==> src/hdl/pcr_pkg.sv <==
// Constants for the port pin configuration register block.
// Assumes an 8-bit special_function_register bus with page select.
// Function
// - A 1 in a port2_crossbar_bypass bit makes the crossbar skip that pin.
// - Writing port3_pin_data loads each pin's output latch, 0 low, 1 high.
// - Reading port3_pin_data returns the sensed pin level, not the latch.
// - port3_pin_data is at 0xB0 on every page and is bit-addressable.
// - Bypass, input and output mode registers decode only on page 0x0F.
// - An input mode bit of 0 makes the pin analog, 1 keeps it digital.
// - An analog pin has its weak pull-up and digital receiver turned off.
// - The output mode bit is ignored for a pin in analog mode.
// - For a digital pin, output mode 0 is open-drain and 1 is push-pull.
// - Mode register bit n belongs to pin n, for bits 7 down to 0.
// - A Port 2 pin with input mode bit 0 is analog, pull-up and receiver off.
package pcr_pkg;
    localparam logic [7:0] PCR_ADDR_OUT_MODE  = 8'h00ae;
    localparam logic [7:0] PCR_ADDR_PIN_DATA  = 8'h00b0;
    localparam logic [7:0] PCR_ADDR_BYPASS    = 8'h00d6;
    localparam logic [7:0] PCR_ADDR_ANA_SEL   = 8'h00f4;
    localparam logic [7:0] PCR_CONFIG_PAGE    = 8'h000f;
    localparam logic [7:0] PCR_RST_OUT_MODE   = 8'h0000;
    localparam logic [7:0] PCR_RST_PIN_DATA   = 8'h00ff;
    localparam logic [7:0] PCR_RST_BYPASS     = 8'h0000;
    localparam logic [7:0] PCR_RST_ANA_SEL    = 8'h00ff;
    localparam logic [7:0] PCR_RST_P2_ANA_SEL = 8'h00ff;
endpackage

==> src/hdl/pcr_port_regs.sv <==
// Port 2 bypass and Port 3 data and mode registers behind the sfr bus.
// Assumes single-cycle sfr strobes on clock; pins come in unsynchronised.
`timescale 1ns/1ps
`default_nettype none
module pcr_port_regs
    import pcr_pkg::*;
#(
    parameter int WIDTH = 8
) (
    input  wire logic             clock,
    input  wire logic             rst_n,
    input  wire logic [7:0]       sfr_addr,
    input  wire logic [7:0]       sfr_page,
    input  wire logic             sfr_wr,
    input  wire logic             sfr_rd,
    input  wire logic [7:0]       sfr_wdata,
    input  wire logic             sfr_bit_op,
    input  wire logic [2:0]       sfr_bit_sel,
    input  wire logic             sfr_bit_val,
    output logic      [7:0]       sfr_rdata,
    output logic                  sfr_hit,
    input  wire logic [WIDTH-1:0] p3_pin_in,
    output logic      [WIDTH-1:0] p3_pin_out,
    output logic      [WIDTH-1:0] p3_pin_oe,
    output logic      [WIDTH-1:0] p3_pullup_en,
    output logic      [WIDTH-1:0] p3_receiver_en,
    input  wire logic [WIDTH-1:0] port2_analog_digital_select,
    output logic      [WIDTH-1:0] p2_pullup_en,
    output logic      [WIDTH-1:0] p2_receiver_en,
    output logic      [WIDTH-1:0] port2_crossbar_bypass
);
    logic             rst_meta;
    logic             rst_sync_n;
    logic [WIDTH-1:0] port3_pin_data;
    logic [WIDTH-1:0] port3_analog_digital_select;
    logic [WIDTH-1:0] port3_output_drive_mode;
    logic [WIDTH-1:0] pin_s1;
    logic [WIDTH-1:0] pin_s2;
    logic [WIDTH-1:0] pin_s3;
    logic [WIDTH-1:0] pin_level;
    logic [WIDTH-1:0] next_pin_level;
    logic             sel_data;
    logic             sel_bypass;
    logic             sel_ana;
    logic             sel_out;

    // Config registers only exist on their own page
    function automatic logic cfg_hit(input logic [7:0] a, input logic [7:0] p,
                                     input logic [7:0] target);
        cfg_hit = (a == target) && (p == PCR_CONFIG_PAGE);
    endfunction

    always_ff @(posedge clock or negedge rst_n) begin
        if (!rst_n) begin
            rst_meta   <= 1'b0;
            rst_sync_n <= 1'b0;
        end else begin
            rst_meta   <= 1'b1;
            rst_sync_n <= rst_meta;
        end
    end

    assign sel_data   = (sfr_addr == PCR_ADDR_PIN_DATA);
    assign sel_bypass = cfg_hit(sfr_addr, sfr_page, PCR_ADDR_BYPASS);
    assign sel_ana    = cfg_hit(sfr_addr, sfr_page, PCR_ADDR_ANA_SEL);
    assign sel_out    = cfg_hit(sfr_addr, sfr_page, PCR_ADDR_OUT_MODE);

    always_ff @(posedge clock or negedge rst_sync_n) begin
        if (!rst_sync_n) begin
            port3_pin_data <= WIDTH'(PCR_RST_PIN_DATA);
        end else if (sfr_wr && sel_data) begin
            if (sfr_bit_op) begin
                port3_pin_data[sfr_bit_sel] <= sfr_bit_val;
            end else begin
                port3_pin_data <= sfr_wdata[WIDTH-1:0];
            end
        end
    end

    always_ff @(posedge clock or negedge rst_sync_n) begin
        if (!rst_sync_n) begin
            port2_crossbar_bypass       <= WIDTH'(PCR_RST_BYPASS);
            port3_analog_digital_select <= WIDTH'(PCR_RST_ANA_SEL);
            port3_output_drive_mode     <= WIDTH'(PCR_RST_OUT_MODE);
        end else if (sfr_wr) begin
            if (sel_bypass) begin
                port2_crossbar_bypass <= sfr_wdata[WIDTH-1:0];
            end else if (sel_ana) begin
                port3_analog_digital_select <= sfr_wdata[WIDTH-1:0];
            end else if (sel_out) begin
                port3_output_drive_mode <= sfr_wdata[WIDTH-1:0];
            end
        end
    end

    // Three-stage pin synchroniser; level follows when stages 2 and 3 agree
    always_ff @(posedge clock or negedge rst_sync_n) begin
        if (!rst_sync_n) begin
            pin_s1    <= '0;
            pin_s2    <= '0;
            pin_s3    <= '0;
            pin_level <= '0;
        end else begin
            pin_s1    <= p3_pin_in;
            pin_s2    <= pin_s1;
            pin_s3    <= pin_s2;
            pin_level <= next_pin_level;
        end
    end

    generate
        for (genvar i = 0; i < WIDTH; i++) begin : g_pin
            assign next_pin_level[i] = !port3_analog_digital_select[i] ? 1'b0
                : (pin_s2[i] == pin_s3[i]) ? pin_s3[i] : pin_level[i];
        end
    endgenerate

    always_ff @(posedge clock or negedge rst_sync_n) begin
        if (!rst_sync_n) begin
            sfr_rdata <= 8'h0000;
            sfr_hit   <= 1'b0;
        end else begin
            sfr_hit <= (sfr_rd || sfr_wr)
                && (sel_data || sel_bypass || sel_ana || sel_out);
            if (!sfr_rd) begin
                sfr_rdata <= 8'h0000;
            end else if (sel_data) begin
                sfr_rdata <= 8'(pin_level);
            end else if (sel_bypass) begin
                sfr_rdata <= 8'(port2_crossbar_bypass);
            end else if (sel_ana) begin
                sfr_rdata <= 8'(port3_analog_digital_select);
            end else if (sel_out) begin
                sfr_rdata <= 8'(port3_output_drive_mode);
            end else begin
                sfr_rdata <= 8'h0000;
            end
        end
    end

    always_ff @(posedge clock or negedge rst_sync_n) begin
        if (!rst_sync_n) begin
            p3_pin_out     <= '0;
            p3_pin_oe      <= '0;
            p3_pullup_en   <= '0;
            p3_receiver_en <= '0;
            p2_pullup_en   <= '0;
            p2_receiver_en <= '0;
        end else begin
            // Open-drain only pulls low; push-pull drives both levels
            p3_pin_out     <= port3_pin_data;
            p3_pin_oe      <= port3_analog_digital_select
                & (port3_output_drive_mode | ~port3_pin_data);
            p3_pullup_en   <= port3_analog_digital_select & port3_pin_data;
            p3_receiver_en <= port3_analog_digital_select;
            p2_pullup_en   <= port2_analog_digital_select;
            p2_receiver_en <= port2_analog_digital_select;
        end
    end
endmodule
`default_nettype wire

==> config.mk <==
export PLATFORM = sky130hd
export DESIGN_NAME = pcr_port_regs
export DESIGN_NICKNAME = d
export VERILOG_FILES = /design/src/hdl/pcr_pkg.sv /design/src/hdl/pcr_port_regs.sv
export SDC_FILE = /design/constraint.sdc
export NUM_CORES = 1
export LEC_CHECK = 0
export ABC_AREA = 0
export BUFFER_PORTS_ARGS = -buffer_cell sky130_fd_sc_hd__buf_2
export CORE_MARGIN = 2
export CORE_UTILIZATION = 42
export DETAILED_ROUTE_END_ITERATION = 12
export GPL_TIMING_DRIVEN = 0
export PLACE_DENSITY_LB_ADDON = 0.08
export SLEW_MARGIN = 25
export SYNTH_ARGS = -nofsm -noshare
export SYNTH_HDL_FRONTEND = slang
export SYNTH_SLANG_ARGS = --single-unit
==> constraint.sdc <==
create_clock -name clock -period 4.4 [get_ports clock]
set_input_delay 0.66 -clock clock [delete_from_list [all_inputs] [get_ports clock]]
set_output_delay 0.66 -clock clock [all_outputs]
set_load 0.01 [all_outputs]
==> results of run 1 <==
[logic make-up (layout without fill, tap and decap cells)]
kind of cell	after synthesis	count (layout)	synth area share
DFF	115	115	0.668
AOI/OAI and AO/OA	86	86	0.129
and+or+nand+nor	72	72	0.103
buffers and inverters	32	179	0.0366
muxes	24	24	0.0623
other	1	1	0.000864
[power by group through the flow]
stage | clock network (mW) | registers (mW) | logic [mW]
2_1_floorplan | 0 | 1.13 | 0.0375
3_3_place_gp | 0 | 1.13 | 0.0873
3_5_place_dp | 0 | 1.12 | 0.109
4_1_cts | 1.28 | 1.10 | 0.110
5_1_grt | 1.33 | 1.10 | 0.121
6_report | 1.25 | 1.10 | 0.108
[state kept, by name (all words and copies together), names as in the netlist]
| register | flops |
|---|---|
| p3_pin_oe | 8 |
| pin_s3 | 8 |
| port2_crossbar_bypass | 8 |
| pin_s1 | 8 |
| rst_meta | 1 |
| port3_analog_digital_select | 8 |
| p3_pullup_en | 8 |
| pin_level | 8 |
| rst_sync_n | 1 |
| p3_pin_out | 8 |
| sfr_hit | 1 |
| pin_s2 | 8 |
| port3_output_drive_mode | 8 |
| p2_receiver_en | 8 |
| port3_pin_data | 8 |
| sfr_rdata | 8 |
| p3_receiver_en | 8 |
[synthesized netlist by cell type (2+ instances only)]
| library cell | instances | share of area |
|---|---|---|
| nand2_1 | 16 | 0.014 |
| a211o_1 | 2 | 0.0040 |
| and2_1 | 9 | 0.013 |
| buf_4 | 9 | 0.016 |
| o221ai_1 | 8 | 0.016 |
| dfrtp_1 | 99 | 0.57 |
| nor4b_1 | 3 | 0.0061 |
| mux2_2 | 24 | 0.062 |
| buf_2 | 4 | 0.0046 |
| o31ai_1 | 2 | 0.0035 |
| and3_1 | 3 | 0.0043 |
| a21boi_0 | 14 | 0.024 |
| nand4b_1 | 2 | 0.0040 |
| a21oi_1 | 17 | 0.020 |
| dfstp_2 | 16 | 0.097 |
| nor4_2 | 2 | 0.0058 |
| nand3_1 | 6 | 0.0069 |
| nand4_1 | 3 | 0.0043 |
| nor4_1 | 7 | 0.010 |
| o21ai_0 | 23 | 0.027 |
| clkbuf_1 | 9 | 0.0078 |
| or4_1 | 3 | 0.0052 |
| nor2_1 | 5 | 0.0043 |
| inv_1 | 10 | 0.0087 |
| a31oi_1 | 2 | 0.0029 |
| nand2b_1 | 4 | 0.0058 |
| o21a_1 | 13 | 0.022 |
[per-layer routing]
| metal | track usage | wire (um) |
|---|---|---|
| met1 | 0.268 | 4620 |
| met2 | 0.270 | 4380 |
| met3 | 0.0563 | 767 |
| met4 | 0.0771 | 180 |
| met5 | 0 | 0 |
[stage by stage]
| step | std cells | instance area (um^2) | setup slack [ns] | TNS (ns) | hold WS [ns] |
|---|---|---|---|---|---|
| 6_report | 613 | 5670 | 2.33 | 0 | 0.247 |
| 5_1_grt | 613 | 5670 | 2.23 | 0 | 0.228 |
| 4_1_cts | 613 | 5670 | 2.37 | 0 | 0.231 |
| 3_5_place_dp | 580 | 5110 | 1.83 | 0 | 0.273 |
| 3_3_place_gp | 578 | 5070 | -0.205 | -19.30 | 0.332 |
| 2_1_floorplan | 330 | 4340 | 0.987 | 0 | 0.331 |
[layout make-up]
class / instances / area [um^2] / share of cell area
flip-flops and latches: 115 / 2900 / 0.512
multi-input cells: 183 / 1280 / 0.226
repair buffers: 115 / 611 / 0.108
clock buffers: 22 / 463 / 0.0816
well taps: 136 / 170 / 0.0300
plain buffers: 22 / 121 / 0.0214
clock inverters: 10 / 85.1 / 0.0150
inverters: 10 / 37.5 / 0.00662
[path summary, 6_finish.rpt]
path,start,endpoint
worst min-delay path,p3_pin_in[4],pin_s1[4]
worst min register to register,rst_sync_n,port2_crossbar_bypass[4]
worst max register to register,port3_output_drive_mode[2],sfr_rdata[2]
worst max-delay path,sfr_page[5],port3_analog_digital_select[6]
max in group asynchronous,rst_sync_n,port3_pin_data[5]
min in group asynchronous,rst_sync_n,port2_crossbar_bypass[4]
[worst max-delay path: cells and delay by family]
kind | cells | cell delay (ns)
AND/OR/NAND/NOR | 3 | 0.97
buffers and inverters | 3 | 0.52
multiplexers | 1 | 0.35
==> results.md, run 1 <==
- Post-CTS resize count: 0
- Initial antenna violation count: 0
- NetSw: approximately 0.54 mW
- Largest stage delay, worst path: 0.61 ns
- Clk sinks: between 100 and 150
- RePlAce Congestion: approximately 0.93
- GRT Residual Overflow: 0
- Syn Inst Count: 330
- Die width: around 110 um
- Hold depth: 1
- Most used DFF post-synth: dfrtp_1
- Sequential share of power: 0.447
- Antenna cell count: 0
- Clock Power Share: 0.509
- Port buffer count: between 100 and 150
- Syn nets: ~380
- Syn Area/Cell: ~13 um^2
- Final hold viol count: 0
- Gr usage total: 0.188
- Vias in the first global route: about 3000
- Period utilisation layout: 0.471
- Maxcap violations: 0
- DR DRC count: 0
- Largest net degree at the start of global routing: 45
- Reg2reg setup slack: 3.22 ns
- CP Class: in2reg
- CTS buffer count: 17
- Peak VDD IR: ~0.28 mV
- CP Max Fanout: 10
- Worst Skew: between 0.015 and 0.02 ns
- #FFs+latches synth: ~120
- Router iterations before antenna repair: 5
- Drt total wl: a little under 10000 um
- CP startpoint kind: input pin
- Syn. warnings: 0
- Core area: ~10000 um^2
- Detail Route Antenna Nets: 0
- Clk Latency, worst-skew pair: approximately 0.51 ns
- Maximum clock rate: 0.482 GHz
- Crit path max-delay cell type: or4_1
- Run status: finished, final reports clean
- Min cycle time layout: 2.07 ns
- Max_slew headroom: 0.457
- CP required: approximately 4.8 ns
- Row Count: 37
- Endpoint class of the critical path: flop
- Worst Hold Class: in2reg
- First-pass GRT wire length: 15800 um
- Die area: about 11000 um^2
- Post-DP HPWL: between 7000 and 8000 um
- Fin nets: between 500 and 600
- Die H: roughly 110 um
- Final setup violation count: 0
- CTS tree: yes
- Gate power share: 0.044
- # Post-CTS Setup Buffers: 0
- Power Dens Cells: 433 nW/um^2
- H-tree depth: 4
- CTS root buffer: clkbuf_8
- P_int: ~1.9 mW
- Clk pin slew, worst setup/hold paths: 0.06 ns
- Worst-Margin Slew: 0.808 ns
- Final core occ: 0.557
- Asr flop ratio synth: 1.00
- Post-CTS Hold Buffers: 1
- Drt wl/cell: 16.2 um
- Synth cell types: 42
- Layout cells sized above 1: 0.428
- Fillers: just over 900
- Commonest non-fill, non-tap cells in the layout: buf_2 (116), dfrtp_1 (98), mux2_2 (24), o21ai_0 (23), a21oi_1 (17)
- Max clock buf depth: 2
- Design Power: around 2.5 mW
- Reg2Reg Depth: 4
- Vias post-DR: 3100
- Arrival time worst endpoint: approximately 2.5 ns
- Detailed Route Iter0 Violations: 124
- Sequential share of the synthesized area: 0.668
- EDFF count, synth: 0
- Avg Vias per Cell: 5.06
- P&R area growth vs syn: 30.7%
- Initial Util: 0.426
- Cells along the critical path: buf_2, or4_1, nor3_2, buf_2, and3_1, buf_4, mux2_2
- Switching Fraction: 0.220
- Static leakage: ~2.7 nW
- Unrepaired setup endpoints after global routing: no
- Most used cell, CP: buf_2
- Ports: roughly 110
- Most common cell after layout, fill and taps aside: buf_2
- Fin. max-slew vios: 0
- Post-Syn Area: 4340 um^2
Power figures use the tool's default switching activity.
==> run 2, diff against run 1 <==
- ABC_AREA: 0 -> 1
- clock period: 4.4 -> 2.1 ns (I/O delays scaled with it)
==> run 2 against run 1 <==
Clock skew down 0.0094 ns. Synthesized area up 7.6%. Count of clock-buffer cells in the layout unchanged. Wire length up 9.6%. First-iteration DRC count up 15%. Synthesized cell count up 33%. Non-clock buffer count up 11. Register-to-register slack worse by 2.2 ns. Sequential share of layout area down 4.7 points. Worst setup slack worse by 1.7 ns. Via count up 11%. Critical path type is now reg2out.
==> results.md, run 2 <==
- Initial Util: 0.431 (was 0.426)
- Period utilisation layout: 0.705
- Max clock buf depth: 2 (unchanged)
- Syn. warnings: 0 (unchanged)
- #FFs+latches synth: 115 (unchanged)
- Row Count: 38 (was 37)
- Run status: finished, final reports clean (unchanged)
- Syn Inst Count: 440 (was 330)
- Endpoint class of the critical path: output port (was flop)
- Sequential share of the synthesized area: 0.621 (was 0.668)
- Drt total wl: 10900 um (was 9940 um)
- Area share of the largest cell type after synthesis: 0.531 (was 0.571)
- Most common cell after layout, fill and taps aside: buf_2 (unchanged)
- Inst Count DP: 695 (was 580)
- Clk Latency, worst-skew pair: 0.53 ns (was 0.51 ns)
- Router iterations before antenna repair: 4 (was 5)
- GR Util met1: 0.237 (was 0.268)
- Gate power share: 0.047 (was 0.044)
- Vias post-DR: 3452 (was 3100)
- Final setup violation count: 0 (unchanged)
- WHS: 0.105 ns (was 0.247 ns)
- Most common cell in the netlist: dfrtp_1 (unchanged)
- GRT Residual Overflow: 0 (unchanged)
- GR Layer Usage met2: 0.326 (was 0.270)
- H-tree depth: 4 (unchanged)
- Largest cells by area after synthesis: dfrtp_1 (53%), dfstp_2 (9.0%), nand2_1 (7.1%) (was dfrtp_1 (57%), dfstp_2 (9.7%), mux2_2 (6.2%))
- Post-DP HPWL: 7310 um (was 7110 um)
- NetSw: 1.14 mW (was 0.541 mW)
- Design Power: 5.50 mW (was 2.46 mW)
- Detail Route Antenna Nets: 0 (unchanged)
- Crit Reg-Reg Startpoint: rst_sync_n (was port3_output_drive_mode[2])
- Sequential share of power: 0.418 (was 0.447)
- EDFF count, synth: 0 (unchanged)
- Min cycle time layout: 1.48 ns
- Clk sinks: 115 (unchanged)
- Maxcap violations: 0 (unchanged)
- Final hold viol count: 0 (unchanged)
- P&R area growth vs syn: 33.8% (was 30.7%)
- Avg Vias per Cell: 4.64 (was 5.06)
- Fin nets: 640 (was 513)
- Syn nets: 489 (was 379)
- CTS root buffer: clkbuf_8 (unchanged)
- Die H: 109 um (was 106 um)
- Detailed Route Iter0 Violations: 142 (was 124)
- Die area: 12000 um^2 (was 11200 um^2)
- Die width: 109 um (was 106 um)
- Reg2Reg Depth: 2 (was 4)
- CP Max Fanout: 2 (was 10)
- Core area: 10800 um^2 (was 10200 um^2)
- Commonest cells post-synth: dfrtp_1 (99), nand2_1 (88), inv_1 (58), nor2_1 (31), o21ai_2 (24) (was dfrtp_1 (99), mux2_2 (24), o21ai_0 (23), a21oi_1 (17))
- Worst Hold Class: in2async (was in2reg)
- CTS tree: yes (unchanged)
- Port buffer count: 113 (was 112)
- M3 GR Usage: 0.0652 (was 0.0563)
- Asr flop ratio synth: 1.00 (unchanged)
- P_int: 4.36 mW (was 1.91 mW)
- Ports: 114 (unchanged)
- CP Class: reg2out (was in2reg)
- Final core occ: 0.576 (was 0.557)
- Clock Power Share: 0.535 (was 0.509)
- Worst Skew: 0.00658 ns (was 0.0160 ns)
- Syn Area/Cell: 10.6 um^2 (was 13.1 um^2)
- Fin. max-slew vios: 0 (unchanged)
- Synth cell types: 32 (was 42)
- Power Dens Cells: 881 nW/um^2 (was 433 nW/um^2)
- GR peak layer: met2 (unchanged)
- Biggest area consumer among synthesized cells: dfrtp_1 (unchanged)
- Drt wl/cell: 14.6 um (was 16.2 um)
- First-pass GRT wire length: 17100 um (was 15800 um)
- Most used DFF post-synth: dfrtp_1 (unchanged)
- Worst-Margin Slew: 0.658 ns (was 0.808 ns)
- CTS buffer count: 17 (unchanged)
- Switching Fraction: 0.207 (was 0.220)
- Static leakage: 3.25 nW (was 2.72 nW)
- CP Launch Point: p2_receiver_en[6] (was sfr_page[5])
- Commonest non-fill, non-tap cells in the layout: buf_2 (113), dfrtp_1 (98), nand2_1 (88), inv_1 (58), nor2_1 (31) (was buf_2 (116), dfrtp_1 (98), mux2_2 (24), o21ai_0 (23), a21oi_1 (17))
- Clk pin slew, worst setup/hold paths: 0.06 ns (about the same)
- Unrepaired setup endpoints after global routing: no (unchanged)
- Maximum clock rate: ~0.68 GHz
- Vias in the first global route: 3472 (was 2974)
- Final cell count without fillers: 744 (was 613)
- Initial antenna violation count: 0 (unchanged)
- Layout cells sized above 1: 0.391 (was 0.428)
- Largest net degree at the start of global routing: 50 (was 45)
- Max_slew headroom: 0.561 (was 0.457)
- RePlAce Congestion: 0.912 (was 0.929)
- # Post-CTS Setup Buffers: 0 (unchanged)
- CP startpoint kind: flop (was input pin)
- DR DRC count: 0 (unchanged)
- Peak VDD IR: 0.697 mV (was 0.283 mV)
- CP required: 1.78 ns (was 4.83 ns)
- Antenna cell count: 0 (unchanged)
- Setup TNS Final: 0 ns (unchanged)
- Gr usage total: 0.198 (was 0.188)
- Post-Syn Area: 4670 um^2 (was 4340 um^2)
- Arrival time worst endpoint: 1.17 ns (was 2.51 ns)
## run 2: worst paths after layout
check,to,slack [ns]
worst min-delay path,rst_sync_n,0.11
worst min register to register,pin_level[6],0.23
worst max register to register,port3_analog_digital_select[2],0.99
worst max-delay path,p2_receiver_en[6],0.62
min in group clock,port3_analog_digital_select[5],0.13
max in group asynchronous,port3_analog_digital_select[2],0.99
## run 2: critical path: stages, from the launching register on
cell and delay (ns):
dfrtp_1 0.38, buf_4 0.13, buf_2 0.13
## run 2: per-layer routing
layer  vias to the layer above  part of all wire
li1                       1705                 -
met1                      1638              0.42
met2                        90              0.50
met3                        19             0.052
met4                         0             0.022
met5                         -                 0
## run 2: cells by family (layout without fill, tap and decap cells)
family,after synthesis,count (layout),share of synthesized area
compound gates,77,77,0.112
buf+inv,78,242,0.0834
flops,115,115,0.621
other cells,1,1,0.000804
simple gates,169,169,0.183
## run 2: timing repair
action	in CTS	in global routing
hold buffers	17	0
resized for setup	0	0
hold endpoints to repair	18	0
## run 2: per-stage QoR
| stage | setup slack, ns | instance area, um^2 |
|---|---|---|
| finish | 0.620 | 6240 |
| global route | 0.568 | 6240 |
| CTS | 0.588 | 6240 |
| detailed placement | 0.249 | 5470 |
| global placement | -0.489 | 5410 |
| floorplan | 0.193 | 4670 |
## run 2: power by group through the flow
stage	clock, mW	sequential [mW]	combinational (mW)
final	2.94	2.30	0.259
after global routing	3.12	2.31	0.291
after CTS	3.02	2.30	0.262
after detailed placement	0	2.34	0.237
after global placement	0	2.37	0.186
after floorplan	0	2.36	0.0892
## run 2: final cells by class
| type | instances | area [um^2] |
|---|---|---|
| timing repair buffer | 132 | 791 |
| clock inverter | 10 | 155 |
| tap | 140 | 175 |
| clock buffer | 22 | 453 |
| sequential | 115 | 2900 |
| buffer | 16 | 156 |
| multi-input combinational | 247 | 1380 |
| inverter | 62 | 233 |
| fill | 946 | 4600 |
==> run 3, diff against run 2 <==
- ABC_AREA: 1 -> 0
- clock period: 2.1 -> 1.3 ns (I/O delays scaled with it)
==> run 3 against run 2 <==
The flow now finishes with violations (setup timing). Utilization rose by 6.2 points. Sequential power rose by 61%. Clock power rose by 59%. Worst setup slack got worse by 0.69 ns. Wire length rose by 3.4%. First-iteration DRC count rose by 15%. Combinational power rose by 93%. Die area fell by 6.8%. Clock skew rose by 0.0033 ns. Critical endpoint is now port3_analog_digital_select[3].
==> results.md, run 3 (synthesis results as in run 1) <==
- Run status: complete, but fails checks (was finished, final reports clean)
- Failing checks: setup timing
- Cells along the critical path: buf_6, or4_4, nor3_4, buf_6, and3_4, buf_12, mux2_4 (was buf_4, buf_2)
- Commonest non-fill, non-tap cells in the layout: buf_2 (101), dfrtp_1 (98), dlygate4sd3_1 (28), mux2_4 (24), o21ai_0 (23) (was buf_2 (113), dfrtp_1 (98), nand2_1 (88), inv_1 (58), nor2_1 (31))
- Drt wl/cell: 17.6 um (was 14.6 um)
- Arrival time worst endpoint: 1.82 ns (was 1.17 ns)
- Row Count: 37 (was 38)
- Placed Area: 5270 um^2 (was 5470 um^2)
- Hold_sp: sfr_rd
- Fin. max-slew vios: 0 (unchanged)
- Critical path capture point: port3_analog_digital_select[3] (was p2_receiver_en[6])
- Power Dens Cells: 1370 nW/um^2 (was 881 nW/um^2)
- Worst Hold Class: in2reg (was in2async)
- P&R area growth vs syn: 49.8% (was 33.8%)
- Largest stage delay, worst path: 0.57 ns (was 0.38 ns)
- Vias post-DR: 3307 (was 3452)
- Final hold viol count: 0 (unchanged)
- Clk Latency, worst-skew pair: 0.52 ns (was 0.53 ns)
- Layout cells sized above 1: 0.467 (was 0.391)
- Clk pin slew, worst setup/hold paths: 0.06 ns (about the same)
- Reg2Reg Capture Point: sfr_rdata[3] (was port3_analog_digital_select[2])
- Period utilisation layout: 1.06
- H-tree depth: 4 (unchanged)
- Avg Vias per Cell: 5.16 (was 4.64)
- Initial antenna violation count: 0 (unchanged)
- CP required: 1.74 ns (was 1.78 ns)
- Reg2Reg Depth: 4 (was 2)
- Vias in the first global route: 3296 (was 3472)
- Most common cell after layout, fill and taps aside: buf_2 (unchanged)
- Endpoint class of the critical path: flop (was output port)
- CP Launch Point: sfr_page[6] (was p2_receiver_en[6])
- Final non-filler cell area: 6500 um^2 (was 6240 um^2)
- Router iterations before antenna repair: 4 (unchanged)
- CTS tree: yes (unchanged)
- Fillers: 831 (was 946)
- Post-DP HPWL: 7020 um (was 7310 um)
- Reg2reg setup slack: 0.03 ns (was 0.99 ns)
- Die H: 106 um (was 109 um)
- Core area: 10200 um^2 (was 10800 um^2)
- Die area: 11200 um^2 (was 12000 um^2)
- Initial Util: 0.426 (was 0.431)
- Antenna cell count: 0 (unchanged)
- Max clock buf depth: 2 (unchanged)
- Static leakage: 3.02 nW (was 3.25 nW)
- Worst Skew: 0.00989 ns (was 0.00658 ns)
- Final worst-path setup slack: -0.0750 ns (was 0.620 ns)
- Detailed Route Iter0 Violations: 163 (was 142)
- Crit path max-delay cell type: or4_4 (was dfrtp_1)
- Crit Reg-Reg Startpoint: port3_output_drive_mode[3] (was rst_sync_n)
- Peak VDD IR: 0.801 mV (was 0.697 mV)
- Detail Route Antenna Nets: 0 (unchanged)
- RePlAce Congestion: 0.881 (was 0.912)
- Unrepaired setup endpoints after global routing: yes (was no)
- Drt total wl: 11300 um (was 10900 um)
- Maxcap violations: 0 (unchanged)
- Ports: 114 (unchanged)
- CP Max Fanout: 8 (was 2)
- Final setup violation count: 33 (was 0)
- GRT Residual Overflow: 0 (unchanged)
- First-pass GRT wire length: 17600 um (was 17100 um)
- Min cycle time layout: between 1 and 1.5 ns
- Port buffer count: 112 (was 113)
- DR DRC count: 0 (unchanged)
- Worst-Margin Slew: 0.649 ns (was 0.658 ns)
- Most used cell, CP: buf_6
- Fin nets: 541 (was 640)
- CTS buffer count: 17 (unchanged)
- Hold depth: 3
- Max_slew headroom: 0.564 (was 0.561)
- CP startpoint kind: input pin (was flop)
- CP Class: in2reg (was reg2out)
- Clk sinks: 115 (unchanged)
- Inst Count DP: 580 (was 695)
- Gr usage total: 0.210 (was 0.198)
- Largest net degree at the start of global routing: 53 (was 50)
- CTS root buffer: clkbuf_8 (unchanged)
- Final cell count without fillers: 641 (was 744)
- Maximum clock rate: roughly 0.73 GHz
- Die width: 106 um (was 109 um)
==> run 3: changes by cell type in the layout (fill, tap and decap cells not counted), moves of 11 or more <==
cell | previous run | this run
a21boi_0 | 0 | 14
buf_2 | 113 | 101
o21ai_2 | 24 | 0
nand3_1 | 21 | 4
buf_6 | 3 | 15
mux2_4 | 0 | 24
inv_1 | 58 | 10
nand2_1 | 88 | 16
dlygate4sd3_1 | 17 | 28
nor2_1 | 31 | 3
o21a_1 | 1 | 13
==> run 3: final cells by class <==
type	count	area (um^2)	area share
multi-input combinational	183	1610	0.248
buffer	13	125	0.0193
sequential	115	2900	0.447
clock buffer	23	467	0.0718
clock inverter	9	130	0.0200
timing repair buffer	152	1050	0.162
inverter	10	37.5	0.00578
tap	136	170	0.0262
==> run 3: worst min-delay path by stage <==
stage / end / slack [ns]
finish: sfr_rdata[4] / 0.03
detailed placement: rst_meta / -0.02
global placement: rst_meta / -0.02
global route: sfr_rdata[4] / 0.03
floorplan: rst_meta / -0.10
CTS: sfr_rdata[4] / 0.02
==> run 3: routing by layer <==
layer / wire length (um) / track usage
met1: 5210 / 0.292
met2: 5270 / 0.322
met4: 270 / 0.0959
met3: 517 / 0.0377
met5: 0 / 0
==> run 3: report_power, final <==
part / internal, mW / leakage, nW / switching [mW]
Sequential: 3.67 / 1.46 / 0.0463
Combinational: 0.236 / 1.27 / 0.265
Clock: 3.07 / 0.292 / 1.59
Total: 6.97 / 3.02 / 1.90
==> run 3: worst max-delay path, delay by kind of cell <==
kind | cells | cell delay [ns]
buffers and inverters | 3 | 0.37
multiplexers | 1 | 0.30
AND/OR/NAND/NOR | 3 | 0.94
==> run 3: stage by stage <==
| stage | hold WS, ns | utilization | setup slack (ns) | setup TNS (ns) | power, mW |
|---|---|---|---|---|---|
| 2_1_floorplan | -0.101 | - | -0.417 | -13.24 | 3.95 |
| 3_3_place_gp | -0.0197 | 0.513 | -0.962 | -60.43 | 4.14 |
| 3_5_place_dp | -0.0175 | 0.517 | -1.01 | -29.30 | 4.17 |
| 4_1_cts | 0.0235 | 0.629 | -0.0866 | -2.16 | 8.92 |
| 5_1_grt | 0.0332 | 0.638 | -0.0934 | -1.87 | 9.16 |
| 6_report | 0.0339 | 0.638 | -0.0750 | -1.28 | 8.87 |
==> run 3: timing repair <==
item | 4_1_cts | 5_1_grt
pin swaps | 21 | 5
endpoints found under the setup margin | 44 | 44
gates resized for setup | 48 | 19
setup buffers | 7 | 3
hold buffers | 28 | 0
hold endpoints to repair | 50 | 0
